--- config.mk ---
export PLATFORM = sky130hd
export DESIGN_NAME = ucm_regs
export DESIGN_NICKNAME = d
export VERILOG_FILES = /design/src/ucm_pkg.sv /design/src/ucm_bit_tick.sv /design/src/ucm_break_seq.sv /design/src/ucm_regs.sv
export SDC_FILE = /design/constraint.sdc
export NUM_CORES = 1
export LEC_CHECK = 0
export BUFFER_PORTS_ARGS = -buffer_cell sky130_fd_sc_hd__buf_2
export CORE_MARGIN = 3
export CORE_UTILIZATION = 61
export DETAILED_ROUTE_END_ITERATION = 10
export PLACE_DENSITY = 0.94
export SKIP_LAST_GASP = 1
export SLEW_MARGIN = 20
export SYNTH_ARGS = -nofsm -noshare
export SYNTH_HDL_FRONTEND = slang
export SYNTH_HIERARCHICAL = 1
export SYNTH_SLANG_ARGS = --single-unit
--- constraint.sdc ---
create_clock -name clk -period 11.12 [get_ports clk]
set_input_delay 2.224 -clock clk [delete_from_list [all_inputs] [get_ports clk]]
set_output_delay 2.224 -clock clk [all_outputs]
set_load 0.01 [all_outputs]
--- src/ucm_pkg.sv ---
package ucm_pkg;

  // ------------------------------------------------------------
  // register byte offsets
  // ------------------------------------------------------------
  localparam logic [7:0] OFS_CMD = 8'h00;
  localparam logic [7:0] OFS_MODE = 8'h04;
  localparam logic [7:0] OFS_IRQ_SET = 8'h08;
  localparam logic [7:0] OFS_IRQ_MASK = 8'h10;
  localparam logic [7:0] OFS_FLAGS = 8'h14;
  localparam logic [7:0] OFS_BAUD = 8'h20;
  localparam logic [7:0] OFS_GUARD = 8'h28;
  localparam logic [7:0] OFS_LOCK = 8'he4;

  // ------------------------------------------------------------
  // command bit positions
  // ------------------------------------------------------------
  localparam int CMD_LIN_WAKE = 21;
  localparam int CMD_LIN_ABORT = 20;
  localparam int CMD_HS_OFF = 19;
  localparam int CMD_HS_ON = 18;
  localparam int CMD_REARM_TO = 15;
  localparam int CMD_CLR_NONACK_FLAG = 14;
  localparam int CMD_SEND_ADDR = 12;
  localparam int CMD_START_TO = 11;
  localparam int CMD_STOP_BRK = 10;
  localparam int CMD_START_BRK = 9;
  localparam int CMD_CLR_ERR = 8;
  localparam int CMD_TX_OFF = 7;
  localparam int CMD_TX_ON = 6;
  localparam int CMD_RX_OFF = 5;
  localparam int CMD_RX_ON = 4;
  localparam int CMD_TX_RST = 3;
  localparam int CMD_RX_RST = 2;

  // ------------------------------------------------------------
  // mode_config fields
  // ------------------------------------------------------------
  localparam int MD_OVER = 19;
  localparam int MD_NINE = 17;
  localparam int MD_ORDER_POL = 16;
  localparam int MD_LOOP_HI = 15;
  localparam int MD_LOOP_LO = 14;
  localparam int MD_STOP_HI = 13;
  localparam int MD_STOP_LO = 12;
  localparam int MD_PAR_HI = 11;
  localparam int MD_PAR_LO = 9;
  localparam int MD_SYNC_PHA = 8;
  localparam int MD_CHAR_LEN_SEL_HI = 7;
  localparam int MD_CHAR_LEN_SEL_LO = 6;
  localparam int MD_MODE_HI = 3;
  localparam int MD_MODE_LO = 0;
  localparam logic [31:0] MODE_WR_MASK = 32'h001f_ffff;
  localparam logic [31:0] MODE_RESET = 32'h0000_0000;

  localparam logic [3:0] MODE_SPI_MASTER = 4'he;
  localparam logic [3:0] MODE_SPI_SLAVE = 4'hf;
  localparam logic [1:0] PAR_MULTIDROP = 2'b11;

  localparam logic [1:0] LOOP_NORMAL = 2'b00;
  localparam logic [1:0] LOOP_ECHO = 2'b01;
  localparam logic [1:0] LOOP_LOCAL = 2'b10;
  localparam logic [1:0] LOOP_REMOTE = 2'b11;

  localparam logic [1:0] STOP_ONE_HALF = 2'b01;
  localparam logic [1:0] STOP_RESERVED = 2'b11;

  localparam logic [3:0] NINE_BITS = 4'h9;
  localparam logic [3:0] MIN_CHAR_BITS = 4'h5;

  // ------------------------------------------------------------
  // flag and mask layout
  // ------------------------------------------------------------
  localparam logic [31:0] IRQ_VALID = 32'h3e08_f7e7;
  localparam int FL_LIN_ERR_LO = 25;
  localparam int FL_NONACK_FLAG = 13;
  localparam int FL_TXEMPTY = 9;
  localparam int FL_TIMEOUT = 8;
  localparam int FL_PARE = 7;
  localparam int FL_FRAME = 6;
  localparam int FL_OVRE = 5;
  localparam int FL_RXBRK = 2;
  localparam int LOCK_BIT = 0;

  // ------------------------------------------------------------
  // timing
  // ------------------------------------------------------------
  localparam logic [7:0] GUARD_MIN_BITS = 8'd12;
  localparam logic [4:0] SAMPLES_X16 = 5'd16;
  localparam logic [4:0] SAMPLES_X8 = 5'd8;

  function automatic logic ucm_is_spi(input logic [3:0] mode);
    return (mode == MODE_SPI_MASTER) || (mode == MODE_SPI_SLAVE);
  endfunction : ucm_is_spi

  function automatic logic ucm_is_spi_master(input logic [3:0] mode);
    return mode == MODE_SPI_MASTER;
  endfunction : ucm_is_spi_master

endpackage : ucm_pkg

--- src/ucm_bit_tick.sv ---
module ucm_bit_tick (
  input wire logic clk,
  input wire logic rst_n,
  input wire logic [15:0] baud_div,
  input wire logic sample_x8,
  output logic bit_tick
);
  import ucm_pkg::*;

  logic [20:0] count;
  logic [20:0] period;

  // a bit lasts baud_div times the oversampling factor; zero stops the tick
  assign period = 21'(baud_div) * 21'(sample_x8 ? SAMPLES_X8 : SAMPLES_X16);

  always_ff @(posedge clk) begin
    if (!rst_n || period == 21'h0) begin
      count <= 21'h0;
      bit_tick <= 1'b0;
    end else if (count >= period - 21'h1) begin
      count <= 21'h0;
      bit_tick <= 1'b1;
    end else begin
      count <= count + 21'h1;
      bit_tick <= 1'b0;
    end
  end

endmodule : ucm_bit_tick

--- src/ucm_break_seq.sv ---
module ucm_break_seq (
  input wire logic clk,
  input wire logic rst_n,
  input wire logic bit_tick,
  input wire logic start_break,
  input wire logic stop_break,
  input wire logic tx_idle,
  input wire logic tx_reset,
  input wire logic [7:0] guard_time,
  output logic break_pending,
  output logic break_active,
  output logic guard_active
);
  import ucm_pkg::*;

  logic [7:0] guard_left;

  always_ff @(posedge clk) begin
    if (!rst_n || tx_reset) begin
      break_pending <= 1'b0;
      break_active <= 1'b0;
    end else if (break_active) begin
      if (stop_break) begin
        break_active <= 1'b0;
      end
    end else if (break_pending) begin
      if (tx_idle) begin
        break_pending <= 1'b0;
        break_active <= 1'b1;
      end
    end else if (start_break) begin
      break_pending <= 1'b1;
    end
  end

  always_ff @(posedge clk) begin
    if (!rst_n || tx_reset) begin
      guard_left <= 8'h0;
      guard_active <= 1'b0;
    end else if (break_active && stop_break) begin
      guard_left <= (guard_time > GUARD_MIN_BITS) ? guard_time : GUARD_MIN_BITS;
      guard_active <= 1'b1;
    end else if (guard_active && bit_tick) begin
      guard_left <= guard_left - 8'h1;
      guard_active <= guard_left != 8'h1;
    end
  end

endmodule : ucm_break_seq

--- src/ucm_regs.sv ---
// Function
// - writing one to lin_wake_cmd sends a LIN wakeup; zero does nothing
// - writing one to lin_abort_cmd aborts the running LIN transmission
// - handshake off drives RTS high, or releases chip select in SPI master
// - handshake on without handshake off drives RTS low, or forces chip select low in SPI master
// - rearm_timeout_cmd reloads the time-out counter and clears its flag
// - clear_nonack_cmd clears the non-acknowledge flag
// - send_address_cmd in multidrop marks the next written character as address
// - start_timeout_cmd cancels countdown, clears flag, restarts after next character
// - stop_break_cmd ends break, then sends ones for max(guard, 12) bits
// - start_break_cmd begins break once transmitter empties; ignored during break
// - clear_errors_cmd clears parity, framing, overrun, break and LIN error flags
// - tx off disables transmitter; tx on enables only without tx off
// - rx off disables receiver; rx on enables only without rx off
// - tx and rx reset commands reset their side; zero bits do nothing
// - mode_config accepts writes only while write_lock_on is clear
// - oversampling bit selects 16x when zero, 8x when one
// - nine_bit_sel gives 9 bits, else char_len_sel gives 5 to 8
// - bit 16 is bit order outside SPI, clock idle level in SPI
// - bit 8 is clock phase in SPI, synchronous select otherwise
// - loop_mode_sel picks normal, echo, local loopback or remote loopback
// - stop_bits_sel picks 1, 1.5 async only, or 2; others reserved
// - a one in an IRQ_VALID bit of irq_enable_set sets the matching irq_mask bit
module ucm_regs (
  input wire logic clk,
  input wire logic rst_n,
  input wire logic [7:0] avs_address,
  input wire logic avs_read,
  input wire logic avs_write,
  input wire logic [31:0] avs_writedata,
  output logic [31:0] avs_readdata,
  output logic avs_waitrequest,
  input wire logic tx_idle,
  input wire logic tx_char_taken,
  input wire logic tx_serial,
  input wire logic rxd_pin,
  input wire logic timeout_evt,
  input wire logic nonack_flag_evt,
  input wire logic parity_err_evt,
  input wire logic frame_err_evt,
  input wire logic overrun_evt,
  input wire logic rx_break_evt,
  input wire logic [4:0] lin_err_evt,
  output logic txd_pin,
  output logic rx_serial,
  output logic rts_pin,
  output logic tx_enabled,
  output logic rx_enabled,
  output logic tx_reset_pulse,
  output logic rx_reset_pulse,
  output logic lin_wake_pulse,
  output logic lin_abort_pulse,
  output logic rearm_timeout_pulse,
  output logic start_timeout_pulse,
  output logic tx_addr_mark,
  output logic break_active,
  output logic guard_active,
  output logic bit_tick,
  output logic [3:0] char_bits,
  output logic sample_x8,
  output logic msb_first,
  output logic clk_idle_high,
  output logic sync_mode,
  output logic spi_change_leading,
  output logic [1:0] loop_mode,
  output logic [1:0] stop_bits,
  output logic stop_cfg_bad,
  output logic [31:0] irq_mask
);
  import ucm_pkg::*;

  // ------------------------------------------------------------
  // bus slave
  // ------------------------------------------------------------
  logic [31:0] mode_config;
  logic [15:0] baud_div;
  logic [7:0] tx_guard_time;
  logic write_lock_on;
  logic [31:0] channel_flags;
  logic wr_fire;
  logic [31:0] cmd;
  logic [31:0] next_readdata;
  logic break_pending;
  logic brk_act;
  logic grd_act;
  logic tick;

  // one wait state: the answer is stable for the whole accepting cycle
  always_ff @(posedge clk) begin
    if (!rst_n) begin
      avs_waitrequest <= 1'b1;
    end else if ((avs_read || avs_write) && avs_waitrequest) begin
      avs_waitrequest <= 1'b0;
    end else begin
      avs_waitrequest <= 1'b1;
    end
  end

  assign wr_fire = avs_write && !avs_waitrequest;
  // zero bits of a command write never act
  assign cmd = (wr_fire && avs_address == OFS_CMD) ? avs_writedata : 32'h0;

  always_comb begin
    unique case (avs_address)
      OFS_MODE: next_readdata = mode_config;
      OFS_IRQ_MASK: next_readdata = irq_mask;
      OFS_FLAGS: next_readdata = channel_flags;
      OFS_BAUD: next_readdata = {16'h0, baud_div};
      OFS_GUARD: next_readdata = {24'h0, tx_guard_time};
      OFS_LOCK: next_readdata = {31'h0, write_lock_on};
      default: next_readdata = 32'h0;
    endcase
  end

  always_ff @(posedge clk) begin
    if (!rst_n) begin
      avs_readdata <= 32'h0;
    end else if (avs_read && avs_waitrequest) begin
      avs_readdata <= next_readdata;
    end
  end

  // ------------------------------------------------------------
  // configuration registers
  // ------------------------------------------------------------
  always_ff @(posedge clk) begin
    if (!rst_n) begin
      write_lock_on <= 1'b0;
    end else if (wr_fire && avs_address == OFS_LOCK) begin
      write_lock_on <= avs_writedata[LOCK_BIT];
    end
  end

  always_ff @(posedge clk) begin
    if (!rst_n) begin
      mode_config <= MODE_RESET;
    end else if (wr_fire && avs_address == OFS_MODE && !write_lock_on) begin
      mode_config <= avs_writedata & MODE_WR_MASK;
    end
  end

  always_ff @(posedge clk) begin
    if (!rst_n) begin
      baud_div <= 16'h0;
      tx_guard_time <= 8'h0;
    end else if (wr_fire && !write_lock_on) begin
      if (avs_address == OFS_BAUD) begin
        baud_div <= avs_writedata[15:0];
      end
      if (avs_address == OFS_GUARD) begin
        tx_guard_time <= avs_writedata[7:0];
      end
    end
  end

  always_ff @(posedge clk) begin
    if (!rst_n) begin
      irq_mask <= 32'h0;
    end else if (wr_fire && avs_address == OFS_IRQ_SET) begin
      irq_mask <= irq_mask | (avs_writedata & IRQ_VALID);
    end
  end

  // ------------------------------------------------------------
  // mode decode
  // ------------------------------------------------------------
  always_ff @(posedge clk) begin
    if (!rst_n) begin
      char_bits <= MIN_CHAR_BITS;
      sample_x8 <= 1'b0;
      msb_first <= 1'b0;
      clk_idle_high <= 1'b0;
      sync_mode <= 1'b0;
      spi_change_leading <= 1'b0;
      loop_mode <= LOOP_NORMAL;
      stop_bits <= 2'b00;
      stop_cfg_bad <= 1'b0;
    end else begin
      char_bits <= mode_config[MD_NINE] ? NINE_BITS :
                   MIN_CHAR_BITS + {2'b00, mode_config[MD_CHAR_LEN_SEL_HI:MD_CHAR_LEN_SEL_LO]};
      sample_x8 <= mode_config[MD_OVER];
      msb_first <= !ucm_is_spi(mode_config[MD_MODE_HI:MD_MODE_LO]) &&
                   mode_config[MD_ORDER_POL];
      clk_idle_high <= ucm_is_spi(mode_config[MD_MODE_HI:MD_MODE_LO]) &&
                       mode_config[MD_ORDER_POL];
      sync_mode <= !ucm_is_spi(mode_config[MD_MODE_HI:MD_MODE_LO]) &&
                   mode_config[MD_SYNC_PHA];
      spi_change_leading <= ucm_is_spi(mode_config[MD_MODE_HI:MD_MODE_LO]) &&
                            !mode_config[MD_SYNC_PHA];
      loop_mode <= mode_config[MD_LOOP_HI:MD_LOOP_LO];
      stop_bits <= mode_config[MD_STOP_HI:MD_STOP_LO];
      stop_cfg_bad <= (mode_config[MD_STOP_HI:MD_STOP_LO] == STOP_RESERVED) ||
                      (mode_config[MD_STOP_HI:MD_STOP_LO] == STOP_ONE_HALF &&
                       mode_config[MD_SYNC_PHA] &&
                       !ucm_is_spi(mode_config[MD_MODE_HI:MD_MODE_LO]));
    end
  end

  // ------------------------------------------------------------
  // one-shot commands
  // ------------------------------------------------------------
  always_ff @(posedge clk) begin
    if (!rst_n) begin
      lin_wake_pulse <= 1'b0;
      lin_abort_pulse <= 1'b0;
      rearm_timeout_pulse <= 1'b0;
      start_timeout_pulse <= 1'b0;
      tx_reset_pulse <= 1'b0;
      rx_reset_pulse <= 1'b0;
    end else begin
      lin_wake_pulse <= cmd[CMD_LIN_WAKE];
      lin_abort_pulse <= cmd[CMD_LIN_ABORT];
      rearm_timeout_pulse <= cmd[CMD_REARM_TO];
      start_timeout_pulse <= cmd[CMD_START_TO];
      tx_reset_pulse <= cmd[CMD_TX_RST];
      rx_reset_pulse <= cmd[CMD_RX_RST];
    end
  end

  always_ff @(posedge clk) begin
    if (!rst_n) begin
      tx_enabled <= 1'b0;
    end else if (cmd[CMD_TX_OFF]) begin
      tx_enabled <= 1'b0;
    end else if (cmd[CMD_TX_ON]) begin
      tx_enabled <= 1'b1;
    end
  end

  always_ff @(posedge clk) begin
    if (!rst_n) begin
      rx_enabled <= 1'b0;
    end else if (cmd[CMD_RX_OFF]) begin
      rx_enabled <= 1'b0;
    end else if (cmd[CMD_RX_ON]) begin
      rx_enabled <= 1'b1;
    end
  end

  // rts idles high, which is also a released chip select
  always_ff @(posedge clk) begin
    if (!rst_n) begin
      rts_pin <= 1'b1;
    end else if (cmd[CMD_HS_OFF]) begin
      rts_pin <= 1'b1;
    end else if (cmd[CMD_HS_ON]) begin
      rts_pin <= 1'b0;
    end
  end

  // a new mark request wins over a character taken in the same cycle
  always_ff @(posedge clk) begin
    if (!rst_n || tx_reset_pulse) begin
      tx_addr_mark <= 1'b0;
    end else if (cmd[CMD_SEND_ADDR] &&
                 mode_config[MD_PAR_HI:MD_PAR_HI-1] == PAR_MULTIDROP) begin
      tx_addr_mark <= 1'b1;
    end else if (tx_char_taken) begin
      tx_addr_mark <= 1'b0;
    end
  end

  // ------------------------------------------------------------
  // status flags (hardware set wins over a clearing command)
  // ------------------------------------------------------------
  logic timeout_flag;
  logic nonack_flag;
  logic [3:0] rx_err;
  logic [4:0] lin_err;
  logic [3:0] rx_err_evt;

  assign rx_err_evt = {parity_err_evt, frame_err_evt, overrun_evt, rx_break_evt};

  always_ff @(posedge clk) begin
    if (!rst_n) begin
      timeout_flag <= 1'b0;
    end else if (timeout_evt) begin
      timeout_flag <= 1'b1;
    end else if (cmd[CMD_REARM_TO] || cmd[CMD_START_TO]) begin
      timeout_flag <= 1'b0;
    end
  end

  always_ff @(posedge clk) begin
    if (!rst_n) begin
      nonack_flag <= 1'b0;
    end else if (nonack_flag_evt) begin
      nonack_flag <= 1'b1;
    end else if (cmd[CMD_CLR_NONACK_FLAG]) begin
      nonack_flag <= 1'b0;
    end
  end

  always_ff @(posedge clk) begin
    if (!rst_n) begin
      rx_err <= 4'h0;
      lin_err <= 5'h0;
    end else begin
      rx_err <= rx_err_evt | (cmd[CMD_CLR_ERR] ? 4'h0 : rx_err);
      lin_err <= lin_err_evt | (cmd[CMD_CLR_ERR] ? 5'h0 : lin_err);
    end
  end

  always_comb begin
    channel_flags = 32'h0;
    channel_flags[FL_LIN_ERR_LO +: 5] = lin_err;
    channel_flags[FL_NONACK_FLAG] = nonack_flag;
    channel_flags[FL_TXEMPTY] = tx_enabled && tx_idle;
    channel_flags[FL_TIMEOUT] = timeout_flag;
    channel_flags[FL_PARE] = rx_err[3];
    channel_flags[FL_FRAME] = rx_err[2];
    channel_flags[FL_OVRE] = rx_err[1];
    channel_flags[FL_RXBRK] = rx_err[0];
  end

  // ------------------------------------------------------------
  // bit timing and break sequencing
  // ------------------------------------------------------------
  ucm_bit_tick u_tick (
    .clk(clk),
    .rst_n(rst_n),
    .baud_div(baud_div),
    .sample_x8(mode_config[MD_OVER]),
    .bit_tick(tick)
  );

  ucm_break_seq u_brk (
    .clk(clk),
    .rst_n(rst_n),
    .bit_tick(tick),
    .start_break(cmd[CMD_START_BRK]),
    .stop_break(cmd[CMD_STOP_BRK]),
    .tx_idle(tx_idle),
    .tx_reset(tx_reset_pulse),
    .guard_time(tx_guard_time),
    .break_pending(break_pending),
    .break_active(brk_act),
    .guard_active(grd_act)
  );

  always_ff @(posedge clk) begin
    if (!rst_n) begin
      bit_tick <= 1'b0;
      break_active <= 1'b0;
      guard_active <= 1'b0;
    end else begin
      bit_tick <= tick;
      break_active <= brk_act;
      guard_active <= grd_act;
    end
  end

  // ------------------------------------------------------------
  // pin routing
  // ------------------------------------------------------------
  logic rxd_meta;
  logic rxd_sync;
  logic tx_line;

  always_ff @(posedge clk) begin
    if (!rst_n) begin
      rxd_meta <= 1'b1;
      rxd_sync <= 1'b1;
    end else begin
      rxd_meta <= rxd_pin;
      rxd_sync <= rxd_meta;
    end
  end

  // break holds the line low; guard and a disabled transmitter hold it idle high
  assign tx_line = brk_act ? 1'b0 :
                   (grd_act || !tx_enabled) ? 1'b1 : tx_serial;

  always_ff @(posedge clk) begin
    if (!rst_n) begin
      txd_pin <= 1'b1;
      rx_serial <= 1'b1;
    end else begin
      unique case (mode_config[MD_LOOP_HI:MD_LOOP_LO])
        LOOP_NORMAL: begin
          txd_pin <= tx_line;
          rx_serial <= rxd_sync;
        end
        LOOP_ECHO: begin
          txd_pin <= rxd_sync;
          rx_serial <= rxd_sync;
        end
        LOOP_LOCAL: begin
          txd_pin <= 1'b1;
          rx_serial <= tx_line;
        end
        LOOP_REMOTE: begin
          txd_pin <= rxd_sync;
          rx_serial <= 1'b1;
        end
      endcase
    end
  end

endmodule : ucm_regs

# Word-level counts from Yosys, hierarchy flattened
# Index checks and enable logic that the tools add are counted.
[op_classes] addsub=4 n_mul=1 magnitude_cmp=2 n_eq_ne=16 muxes=30 n_bitwise=4 reduce_logical=49
[op_table] cell="$pmux W32 S6" n=1
[op_table] cell="$or A32 B30 Y32" n=1
[op_table] cell="$mux W8" n=3
[op_table] cell="$add A21 B1 Y21 const B" n=1
[op_table] cell="$ge A21 B21 Y1" n=1
[op_table] cell="$logic_not A21 Y1" n=1
[op_table] cell="$mul A16 B21 Y21" n=1
[op_table] cell="$sub A21 B1 Y21 const B" n=1
[op_table] cell="$mux W20" n=1
[op_table] cell="$logic_and A1 B1 Y1" n=19
[op_table] cell="$mux W1" n=19
[op_table] cell="$eq A8 B5 Y1 const B" n=2
[op_table] cell="$eq A8 B6 Y1 const B" n=2
[op_table] cell="$reduce_or A2 Y1" n=7
[op_table] cell="$mux W5" n=2
[op_table] cell="$eq A2 B2 Y1 const B" n=4
[op_table] cell="$eq A4 B4 Y1 const B" n=2
[op_table] cell="$eq A8 B3 Y1 const B" n=1
[op_table] cell="$eq A8 B4 Y1 const B" n=1
[op_table] cell="$eq A8 B8 Y1 const B" n=1
[op_table] cell="$gt A8 B4 Y1 const B" n=1
[op_table] cell="$logic_not A8 Y1" n=1
[op_table] cell="$mux W4" n=2
[op_table] cell="$ne A8 B1 Y1 const B" n=1
[op_table] cell="other kinds (12)" n=30
[totals] ff_bits=186 input_bits=59 out_inout_bits=94 elab_cells=150

# Logic depth before layout (Yosys ltp)
# Gate-level depths: netlist (run 1).
[logic_depth] ltp_word=7 mapped_depth=20 depth_no_buf=17

# Cells and area by module
# The synthesis (run 1) kept the hierarchy.
[by_module_without_submodules] module="ucm_regs" n_inst=1 cells_each=584 area_per_inst_um2=5225.0
[by_module_without_submodules] module="ucm_bit_tick" n_inst=1 cells_each=332 area_per_inst_um2=2711.4
[by_module_without_submodules] module="ucm_break_seq" n_inst=1 cells_each=66 area_per_inst_um2=588.1

# Worst setup path before layout (run 1)
# Ideal clock, no wire load.
[synth_timing] kind="register -> register" startpoint="register mode_config[19]" endpoint="register u_tick.count[6]" setup_time_ns=0.064 arrival_time_ns=4.644 required_ns=11.056 slack_ns=6.412 path_stages_with_launch=19 synth_period_minus_slack_ns=4.708 cell_sequence="dfxtp_1 > buf_2 > buf_1 > mux2_2 > ha_1 > or2_2 > or2_2 > nor4_1 > o2111ai_1 > xor2_1 > ha_1 > a21o_1 > a21oi_1 > o211a_1 > o31ai_1 > a221oi_1 > o311ai_4 > buf_6 > nor2_1"
[synth_between] elab_chain_len=5 word_cells_on_any_way=7
[synth_lines] item="start, declared" line="ucm_regs.sv:75" source="logic [31:0] mode_config;"
[synth_lines] item="start signal, assigned" line="ucm_regs.sv:138" source="mode_config <= avs_writedata & MODE_WR_MASK;"
[synth_lines] item="$mux W5 (*)" line="ucm_bit_tick.sv:14" source="assign period = 21'(baud_div) * 21'(sample_x8 ? SAMPLES_X8 : SAMPLES_X16);"
[synth_lines] item="$mul A16 B21 Y21 (*)" line="ucm_bit_tick.sv:14"
[synth_lines] item="$sub A21 B1 Y21 / $logic_not A21 Y1 (equally long branches)" line="ucm_bit_tick.sv:20, ucm_bit_tick.sv:17"
[synth_lines] item="$ge A21 B21 Y1 / $logic_or A1 B1 Y1 (equally long branches)" line="ucm_bit_tick.sv:20, ucm_bit_tick.sv:17"
[synth_lines] item="$reduce_or A2 Y1 (no line) (*)"
[synth_lines] item="end signal, assigned" line="ucm_bit_tick.sv:24" source="count <= count + 21'h1;"
[synth_lines] item="end, declared" line="ucm_bit_tick.sv:10" source="logic [20:0] count;"
# Every way passes the cells marked *; elsewhere a longest branch is shown, timed or not.
# A chain may end at the register's enable or synchronous reset.

# Worst setup path in the final report (run 1)
[layout_timing] startpoint="register mode_config[19]" endpoint="register u_tick.count[13]"
# The elaborated chain is that of the path after synthesis.

==> flow_summary.yaml, run 1 <==
worst_setup_path:
  critPathCaptureType: "register"
  cp_max_fo: 25
  worstSetupStartpointType: "register"
  critPathArrivalTime_ns: 5.63
  r2r_setup_slack_ns: 5.86
  cp_data_required_time_ns: 11.49
  rr_worst_depth: 16
  crit_type: "reg -> reg"
  reg2reg_to: "u_tick/count[13]$_SDFF_PP0_"
  regToRegStartpoint: "mode_config[19]$_SDFFE_PN0P_"
routing:
  ant_nets: 0
  vias: 8094
  drt_iter0_drc: 1016
  drc_errors: 0
  wl_per_cell_um: 18.85
  via_per_inst: 6.314
  drt_wl_total_um: 24170
  first_pass_iters: 8
timing:
  worstMarginPinSlew_ns: 1.036
  hold_violations: 0
  finalClockSkew_ns: 0.01077
  finalSetupTns_ns: 0
  fmax_ghz: 0.1900
  hold_slack_ns: 0.4128
  period_share: 0.4732
  relSlewSlack: 0.3070
  setup_violations: 0
  drv_slew: 0
  rsz0062_at_grt: "no"
  layout_min_cycle_time_ns: 5.262
logic_synthesis:
  synthDominantCellAreaShare: 0.3922
  synth_edf_count: 0
  synthMuxAreaShare: 0.05724
  synthFlopType: "dfxtp_1"
  synthSimpleGateAreaFrac: 0.2181
  synth_cell_type_count: 83
  netlist_area_mm2: 0.008524
  synth_area_leaders: "dfxtp_1, a21oi_1, ha_1"
  synth-xor-area-share: 0.04521
  synthAdderAreaFrac: 0.05372
  synth.avg_cell_area_um2: 8.681
  yosys_warnings: 6
  ys_async_sr_fraction: 0
  synth_compound_gate_area_share: 0.1792
  synth_top_cell_by_area: "dfxtp_1"
  synth_top_family_by_area: "simple AND/OR/NAND/NOR gates"
  ys_seq_area_frac: 0.3922
  ys_seq_elements: 167
  postSynthCellCount: 982
cts:
  cts.repair.resized: 0
  cts_tree: "built"
  post-cts-setup-buffer-count: 0
  htree_levels: 4
  insertion_delay_ns: 0.44
  clkSlewWorstSetupHoldPaths_ns: 0.07
  cts-buffers-inserted: 17
  numClockSinks: 167
  clk_path_buf_depth: 2
  cts_hold_repair.buffers: 0
  cts_root_buffer: "clkbuf_16"
job:
  cap_violations: 0
floorplanning:
  rows: 42
  fp.dieH_um: 124.2
  die_x_um: 124.2
  initial_core_util: 0.6336
  ioPinCount: 153
  die-area_mm2: 0.01543
  core_mm2: 0.01345
layout:
  drive_above_1_share: 0.1980
  fin_nets: 1188
  final_cell_count_no_fill: 1282
  num_antenna_cells: 0
  syn2layout_area_growth_pct: 14.12
power_and_ir_drop:
  p_per_area_mw_per_mm2: 131.0
  power_frac_clock: 0.452
  intPower_uw: 932.9
  pwr-share-comb: 0.070
  switchingPower_uw: 341.9
  share_seq_of_total_power: 0.478
  switching_share: 0.2682
  vdd_drop_max_mv: 0.09987
  leakage_nw: 4.133
global_route:
  grt_max_degree: 100
  antenna_found_initial: 0
  grt_usage: 0.3032
  grt_pass1_vias: 7764
  grt_overflow: 0
  grt_pass1_wl_um: 38700
worst_hold_path:
  holdCritStartpoint: "rxd_meta$_SDFF_PN1_"
  hold_path_depth: 1
  hold-path-endpoint: "rxd_sync$_SDFF_PN1_"
  hp-class: "reg -> reg"
status:
  status: "finished, final reports clean"
place:
  routabilityCongestion: 0.9207
  dp_cells: 1250
  post-dp-hpwl_um: 16180
  port_buffers: 128
==> layout by cell type, fill, tap and decap left out, types with 11 or more instances in the layout <==
master,instances
o21ai_0,17
a21oi_1,96
dfxtp_1,167
conb_1,32
and2_1,16
nand3_1,56
clkbuf_16,17
and3_1,22
ha_1,35
nor3_1,16
nor2_1,108
buf_2,128
xor2_1,24
mux2_2,22
nand2_1,97
xnor2_1,20
nand4_1,11
inv_1,17
mux2i_1,24
==> flip-flops by register name, summed over array words and instances (netlist names), 2 cells and up <==
register,count
tx_guard_time,8
stop_bits,2
irq_mask,19
mode_config,21
u_brk/guard_left,8
rx_err,4
baud_div,16
lin_err,5
avs_readdata,26
u_tick/count,21
loop_mode,2
char_bits,4
==> stage by stage <==
step	power, mW	setup slack [ns]	util	cell area [um^2]
final	1.275	5.858	0.7231	9728
after global placement	0.7048	6.133	0.6803	9153
after CTS	1.272	5.924	0.7231	9728
after global routing	1.310	5.590	0.7231	9728
after floorplan	0.6816	6.412	-	8637
after detailed placement	0.7071	5.958	0.6803	9153
==> power groups by stage <==
stage	clock network (mW)	logic, mW	registers, mW
floorplan	0	0.0591	0.623
global placement	0	0.0828	0.622
detailed placement	0	0.0845	0.623
CTS	0.576	0.0868	0.609
global route	0.605	0.0959	0.609
finish	0.576	0.0894	0.609
==> worst max-delay path, stage by stage (launching register included) <==
cell,delay [ns]
dfxtp_1,0.32
buf_4,0.30
mux2_2,0.42
fa_1,0.53
or2_2,0.32
or2_2,0.30
nor4_1,0.37
o2111ai_1,0.31
xor2_1,0.25
ha_1,0.32
a21o_1,0.18
a21oi_1,0.21
o211a_1,0.18
o31ai_1,0.08
a221oi_1,0.49
o311ai_4,0.39
nor2_1,0.20
==> logic make-up after synthesis <==
| kind of cell | Yosys count |
|---|---|
| xor gates and xnor gates | 44 |
| and+or+nand+nor | 378 |
| other | 2 |
| buffers and inverters | 89 |
| AOI/OAI and AO/OA | 220 |
| DFF | 167 |
| adders and majority gates | 36 |
| muxes | 46 |
==> synth_stat cells, types with 3 or more instances <==
master and instances:
nor2_1 108, nand2_1 97, and2_1 16, mux2_2 22, o21ai_0 17, nand3_1 56
buf_2 12, a21boi_0 6, o21a_1 4, nand4_1 11, nor4_1 4, a2bb2oi_1 5
nand2b_1 7, nor3b_1 10, a21oi_1 96, nor3_1 16, o211a_1 3, o32ai_1 3
a211oi_4 3, xor2_1 24, o211ai_1 5, nor4b_1 3, buf_4 24, ha_1 35
a211oi_1 9, a22o_1 5, a21o_1 9, a222oi_1 3, inv_1 17, dfxtp_1 167
nor2b_1 7, a31oi_1 6, a31o_2 4, and3_1 22, xnor2_1 20, clkbuf_1 30
a221oi_1 7, or2_2 4, mux2i_1 24, o31ai_1 5
==> per-layer routing <==
metal	routed length (um)	track usage
met2	11150	0.4882
met1	9308	0.3707
met5	0	0
met4	1423	0.1870
met3	2286	0.06357
==> worst max path at each step <==
stage	from	slack, ns	cells past startpoint	end
2_1_floorplan	mode_config[19]$_SDFFE_PN0P_	6.41	18	u_tick/count[6]$_SDFF_PP0_
3_5_place_dp	mode_config[19]$_SDFFE_PN0P_	5.96	16	u_tick/count[4]$_SDFF_PP0_
6_report	mode_config[19]$_SDFFE_PN0P_	5.86	16	u_tick/count[13]$_SDFF_PP0_
4_1_cts	mode_config[19]$_SDFFE_PN0P_	5.92	16	u_tick/count[2]$_SDFF_PP0_
3_3_place_gp	mode_config[19]$_SDFFE_PN0P_	6.13	16	u_tick/count[14]$_SDFF_PP0_
5_1_grt	mode_config[19]$_SDFFE_PN0P_	5.59	16	u_tick/count[18]$_SDFF_PP0_
==> layout make-up <==
type / count / area [um^2]
flip-flops and latches: 167 / 3343
clock buffers: 17 / 425.4
clock inverters: 15 / 150.1
inverters: 18 / 67.56
fillers: 916 / 3725
repair buffers: 133 / 678.2
multi-input cells: 756 / 4843
well taps: 176 / 220.2
Note: power is estimated with default switching activity, not from simulation.
==> inputs of run 2 (changes only) <==
--- a/config.mk
+++ b/config.mk
@@ -5,11 +5,12 @@
 export SDC_FILE = /design/constraint.sdc
 export NUM_CORES = 1
 export LEC_CHECK = 0
+export ABC_AREA = 1
 export BUFFER_PORTS_ARGS = -buffer_cell sky130_fd_sc_hd__buf_2
 export CORE_MARGIN = 3
-export CORE_UTILIZATION = 61
+export CORE_UTILIZATION = 51
 export DETAILED_ROUTE_END_ITERATION = 10
-export PLACE_DENSITY = 0.94
+export PLACE_DENSITY = 0.85
 export SKIP_LAST_GASP = 1
 export SLEW_MARGIN = 20
 export SYNTH_ARGS = -nofsm -noshare
==> constraint.sdc (replaced) <==
create_clock -name clk -period 4.64 [get_ports clk]
set_input_delay 0.928 -clock clk [delete_from_list [all_inputs] [get_ports clk]]
set_output_delay 0.928 -clock clk [all_outputs]
set_load 0.01 [all_outputs]
==> run 2 against run 1 <==
- clock power rose to 2.6 times the previous value
- first-iteration DRC count down 39%
- worst hold slack barely moved
- sequential share of layout area is 1.5 points lower
- die area is 22% higher
- critical path depth up 5
- synthesized area grew 3.3%
- clock skew up 0.0020 ns
- maximum frequency rose by 29%
- non-clock buffer count rose by 4
- critical path type unchanged
==> flow_summary.yaml, run 2 <==
timing:
  finalSetupTns_ns: 0
  finalClockSkew_ns: 0.01277
  rsz0062_at_grt: "no"
  period_share: 0.8808
  worstMarginPinSlew_ns: 0.8266
  relSlewSlack: 0.4484
  hold_violations: 0
  layout_min_cycle_time_ns: 4.087
  drv_slew: 0
  setup_violations: 0
  fmax_ghz: 0.2447
floorplanning:
  initial_core_util: 0.5254
  core_mm2: 0.01676
  ioPinCount: 153
  rows: 47
  fp.dieH_um: 137.4
  die_x_um: 137.4
  die-area_mm2: 0.01888
layout:
  final_cell_count_no_fill: 1584
  num_antenna_cells: 0
  final_common_cell: "nand2_1"
  fin_nets: 1446
  reg_top3: "avs_readdata x26, mode_config x21, u_tick/count x21"
  post-route-util: 0.6061
  final_cell_mix: "nand2_1, dfxtp_1, inv_1"
  syn2layout_area_growth_pct: 15.36
  drive_above_1_share: 0.1943
  nFillCells: 1432
  largest_reg_flops: 26
  regMostFlops: "avs_readdata"
status:
  status: "finished, final reports clean"
place:
  routabilityCongestion: 0.9481
  post-dp-hpwl_um: 16860
  port_buffers: 128
  dp_cells: 1552
global_route:
  grt_pass1_wl_um: 36790
  grt_max_degree: 49
  grt_pass1_vias: 7533
  antenna_found_initial: 0
  grt_usage: 0.2446
  grt_overflow: 0
power_and_ir_drop:
  vdd_drop_max_mv: 0.2646
  p_per_area_mw_per_mm2: 308.9
  leakage_nw: 4.777
cts:
  htree_levels: 4
  cts.repair.resized: 0
  numClockSinks: 167
  clk_path_buf_depth: 2
  cts_tree: "built"
  cts_hold_repair.buffers: 0
  insertion_delay_ns: 0.44
  clkSlewWorstSetupHoldPaths_ns: 0.06
  cts_root_buffer: "clkbuf_16"
  cts-buffers-inserted: 17
  post-cts-setup-buffer-count: 0
logic_synthesis:
  synth_edf_count: 0
  synth_cell_type_count: 46
  synth.avg_cell_area_um2: 7.212
  synthDominantCellAreaShare: 0.3797
  ys_async_sr_fraction: 0
  postSynthCellCount: 1221
  ys_seq_elements: 167
  netlist_area_mm2: 0.008806
  ys_top_cells_by_count: "nand2_1, dfxtp_1, inv_1, a21oi_1, nand3_1"
  synthFlopType: "dfxtp_1"
  yosys_warnings: 6
  ys_seq_area_frac: 0.3797
  synth_most_common_cell: "nand2_1"
  synth_area_leaders: "dfxtp_1, nand2_1, a21oi_1"
  synth_top_cell_by_area: "dfxtp_1"
worst_hold_path:
  hp-class: "reg -> reg"
worst_setup_path:
  worstSetupStartpointType: "register"
  critPathArrivalTime_ns: 4.44
  critPathCaptureType: "register"
  cp_data_required_time_ns: 4.99
  crit_type: "reg -> reg"
  cp_max_fo: 21
routing:
  drc_errors: 0
  drt_wl_total_um: 23100
  wl_per_cell_um: 14.58
  drt_iter0_drc: 617
  first_pass_iters: 5
  vias: 8286
  via_per_inst: 5.231
  ant_nets: 0
job:
  cap_violations: 0
-- run 2: worst max-delay path: stages, from the launching register on --
cell and delay (ns):
dfxtp_1 0.44, buf_4 0.25, nand2_1 0.06, o21ai_0 0.16
fa_1 0.52, inv_1 0.11, nand2_1 0.06, inv_1 0.12
nand3_2 0.11, nor2_4 0.14, nand2_4 0.08, nor2_4 0.13
nand2_1 0.08, xnor2_1 0.13, ha_1 0.35, a21oi_1 0.14
o21ai_0 0.12, a21oi_1 0.17, nand3_1 0.09, nor2_1 0.21
nand3_4 0.33, nor2_1 0.20
-- run 2: final timing paths --
| path | from | endpoint | slack, ns | depth (start not counted) |
|---|---|---|---|---|
| max reg2reg | mode_config[19]$_SDFFE_PN0P_ | u_tick/count[0]$_SDFF_PP0_ | 0.55 | 21 |
| min reg2reg | rxd_meta$_SDFF_PN1_ | rxd_sync$_SDFF_PN1_ | 0.41 | 1 |
| min | rxd_meta$_SDFF_PN1_ | rxd_sync$_SDFF_PN1_ | 0.41 | 1 |
| max | mode_config[19]$_SDFFE_PN0P_ | u_tick/count[0]$_SDFF_PP0_ | 0.55 | 21 |
-- run 2: logic make-up after synthesis --
kind of cell / Yosys count / share of synthesized area
and+or+nand+nor: 524 / 0.2769
xor gates and xnor gates: 36 / 0.03581
adders and majority gates: 36 / 0.05200
DFF: 167 / 0.3797
AOI/OAI and AO/OA: 231 / 0.1411
other: 2 / 0.0008528
buffers and inverters: 225 / 0.1137
-- run 2: metal layers --
metal  GRT usage  vias up  routed length (um)
met3     0.06063       48                1944
li1            -     4150                   -
met5           0        -                   0
met1      0.3021     3727                9542
met2      0.4067      361               10930
met4      0.1014        0                 687
-- run 2: through the flow --
step                hold slack, ns  setup slack (ns)  cell area [um^2]  power, mW
floorplan                   0.3925             1.123              8919      1.626
global placement            0.3960            0.7345              9538      1.670
detailed placement          0.4002            0.5825              9538      1.674
CTS                         0.4164            0.5221             10160      3.149
global route                0.4321            0.1891             10160      3.232
finish                      0.4133            0.5533             10160      3.138
-- run 2: final cells by class --
cell class | count | area (um^2) | area share
Clock inverter | 12 | 163.9 | 0.01613
Tap cell | 220 | 275.3 | 0.02710
Clock buffer | 20 | 456.7 | 0.04496
Timing Repair Buffer | 137 | 708.2 | 0.06971
Inverter | 169 | 636.9 | 0.06269
Multi-Input combinational cell | 859 | 4574 | 0.4503
Sequential cell | 167 | 3343 | 0.3291
-- run 2: where the power goes --
part | internal, mW | switching (mW)
sequential | 1.45 | 0.00896
clock | 0.885 | 0.606
combinational | 0.0599 | 0.130
total | 2.39 | 0.745
==> inputs of run 3 (changes only) <==
--- a/config.mk
+++ b/config.mk
@@ -10,10 +10,10 @@
 export CORE_MARGIN = 3
 export CORE_UTILIZATION = 51
 export DETAILED_ROUTE_END_ITERATION = 10
+export MAX_ROUTING_LAYER = met4
 export PLACE_DENSITY = 0.85
 export SKIP_LAST_GASP = 1
 export SLEW_MARGIN = 20
 export SYNTH_ARGS = -nofsm -noshare
 export SYNTH_HDL_FRONTEND = slang
-export SYNTH_HIERARCHICAL = 1
 export SYNTH_SLANG_ARGS = --single-unit
==> run 3 against run 2 <==
- setup slack gained 0.018 ns
- die area fell by 5.3%
- sequential cell count did not move
- clock skew shrank 0.0016 ns
- final cell count decreased by 3.9%
- non-clock buffer count is 2 lower
- clock power down 7%
- core utilization up 0.15 points
- power decreased by 3.9%
- global-route usage grew 0.99 points
- critical path depth rose by 1
- critical endpoint is now u_tick.count[10]$_SDFF_PP0_
- largest cell class unchanged
==> flow_summary.yaml, run 3 <==
logic_synthesis:
  ys_async_sr_fraction: 0
  synth_edf_count: 0
  synth_top_cell_by_area: "dfxtp_1"
  synthFlopType: "dfxtp_1"
  synth_area_leaders: "dfxtp_1, nand2_1, a21oi_1"
  synth_cell_type_count: 43
  synth.avg_cell_area_um2: 7.147
  yosys_warnings: 0
  ys_top_cells_by_count: "nand2_1, dfxtp_1, inv_1, a21oi_1, nor2_1"
  ys_seq_elements: 167
  netlist_area_mm2: 0.008319
  synthDominantCellAreaShare: 0.4019
  synth_most_common_cell: "nand2_1"
  postSynthCellCount: 1164
  ys_seq_area_frac: 0.4019
worst_setup_path:
  slowest_stage: "dfxtp_1"
  max_stage_delay_ns: 0.53
  cp_data_required_time_ns: 5.00
  cpLargestDelayFamily: "simple AND/OR/NAND/NOR gates"
  critPathArrivalTime_ns: 4.43
  cp_max_fo: 21
  critical_path_buf_inv_count: 5
  worstSetupStartpointType: "register"
  crit_chain: "inv_2 -> nand2_1 -> nand2_1 -> fa_1 -> inv_1 -> nand2_1 -> inv_1 -> nand2_2 -> nor2_4 -> nand3_2 -> nor3_1 -> xor2_1 -> ha_1 -> nand2_1 -> inv_1 -> nand3_1 -> inv_1 -> a21oi_1 -> nand3_1 -> nor2_1 -> nand3_4 -> nor2_1"
  critPathCaptureType: "register"
  crit_type: "reg -> reg"
routing:
  drt_iter0_drc: 755
  ant_nets: 0
  drt_wl_total_um: 22090
  via_per_inst: 5.302
  wl_per_cell_um: 14.52
  vias: 8069
  drc_errors: 0
  first_pass_iters: 6
power_and_ir_drop:
  p_per_area_mw_per_mm2: 311.3
  leakage_nw: 4.414
  vdd_drop_max_mv: 0.2968
global_route:
  grt_pass1_wl_um: 35760
  antenna_found_initial: 0
  grt_usage: 0.2545
  grt_overflow: 0
  grt_max_degree: 70
  grt_pass1_vias: 7457
timing:
  drv_slew: 0
  fmax_ghz: 0.2458
  rsz0062_at_grt: "no"
  finalWorstSetupSlack_ns: 0.5711
  relSlewSlack: 0.3436
  worstMarginPinSlew_ns: 0.9834
  finalClockSkew_ns: 0.01116
  layout_min_cycle_time_ns: 4.069
  hold_violations: 0
  period_share: 0.8769
  finalSetupTns_ns: 0
  setup_violations: 0
layout:
  fin_nets: 1388
  final_common_cell: "nand2_1"
  reg_top3: "avs_readdata x26, mode_config x21, u_tick.count x21"
  nFillCells: 1411
  largest_reg_flops: 26
  regMostFlops: "avs_readdata"
  drive_above_1_share: 0.1501
  num_antenna_cells: 0
  final_cell_mix: "nand2_1, dfxtp_1, inv_1"
  syn2layout_area_growth_pct: 16.44
floorplanning:
  rows: 46
  ioPinCount: 153
  initial_core_util: 0.5218
  fp.dieH_um: 133.7
  die_x_um: 133.7
  core_mm2: 0.01594
  die-area_mm2: 0.01788
cts:
  cts-buffers-inserted: 17
  clkSlewWorstSetupHoldPaths_ns: 0.07
  cts.repair.resized: 0
  post-cts-setup-buffer-count: 0
  clk_path_buf_depth: 2
  cts_root_buffer: "clkbuf_16"
  insertion_delay_ns: 0.44
  numClockSinks: 167
  cts_tree: "built"
  cts_hold_repair.buffers: 0
  htree_levels: 4
status:
  status: "finished, final reports clean"
worst_hold_path:
  hp-class: "reg -> reg"
place:
  post-dp-hpwl_um: 16120
  port_buffers: 128
  routabilityCongestion: 0.9309
  place_worst_setup_slack_ns: 0.4864
job:
  cap_violations: 0
[run 3: area by class of cell]
type                       instances  area [um^2]  share of cell area
sequential                       167         3343              0.3451
tap                              216        270.3             0.02790
clock inverter                    15        153.9             0.01589
timing repair buffer             135        696.9             0.07195
multi-input combinational        816         4212              0.4348
clock buffer                      17        425.4             0.04392
inverter                         156        585.6             0.06045
[run 3: kinds of logic after synthesis]
family / after synthesis / share of synthesized area
fa+ha+maj: 36 / 0.05505
buf+inv: 212 / 0.1068
compound gates: 249 / 0.1581
other cells: 1 / 0.0004508
simple gates: 462 / 0.2388
flops: 167 / 0.4019
xor+xnor: 37 / 0.03895
[run 3: layer usage]
metal  track usage  vias up  wire [um]
met3       0.05400       78       2004
met5             -        -          0
met4        0.1211        0        913
met1        0.3199     3649       9226
li1              -     3984          -
met2        0.3916      358       9948
[run 3: worst register-to-register path, cell delays in order, from the launching register on]
cell	delay (ns)
dfxtp_1	0.53
inv_2	0.19
nand2_1	0.09
nand2_1	0.09
fa_1	0.48
inv_1	0.11
nand2_1	0.06
inv_1	0.12
nand2_2	0.10
nor2_4	0.15
nand3_2	0.14
nor3_1	0.26
xor2_1	0.20
ha_1	0.27
nand2_1	0.06
inv_1	0.04
nand3_1	0.09
inv_1	0.05
a21oi_1	0.14
nand3_1	0.09
nor2_1	0.24
nand3_4	0.30
nor2_1	0.20
[run 3: stage by stage]
step,utilization,total power [mW],std cells,hold WS (ns),area (um^2)
after floorplan,-,1.608,1195,0.3925,8436
final,0.6076,3.016,1522,0.4214,9687
after detailed placement,0.5701,1.657,1489,0.4070,9089
after global routing,0.6076,3.103,1522,0.4399,9687
after CTS,0.6064,3.018,1521,0.4208,9668
after global placement,0.5701,1.654,1489,0.3959,9089
[run 3: power breakdown]
group / leakage [nW] / switching (mW) / internal [mW]
combinational: 2.78 / 0.119 / 0.0548
sequential: 1.35 / 0.00781 / 1.45
clock: 0.287 / 0.670 / 0.717
total: 4.41 / 0.797 / 2.22
[run 3: worst paths after layout]
| path | startpoint | to | slack (ns) | cells after the start |
|---|---|---|---|---|
| hold / removal | rxd_meta$_SDFF_PN1_ | rxd_sync$_SDFF_PN1_ | 0.42 | 1 |
| hold reg to reg | rxd_meta$_SDFF_PN1_ | rxd_sync$_SDFF_PN1_ | 0.42 | 1 |
| setup reg to reg | mode_config[19]$_SDFFE_PN0P_ | u_tick.count[10]$_SDFF_PP0_ | 0.57 | 22 |
| setup / recovery | mode_config[19]$_SDFFE_PN0P_ | u_tick.count[10]$_SDFF_PP0_ | 0.57 | 22 |
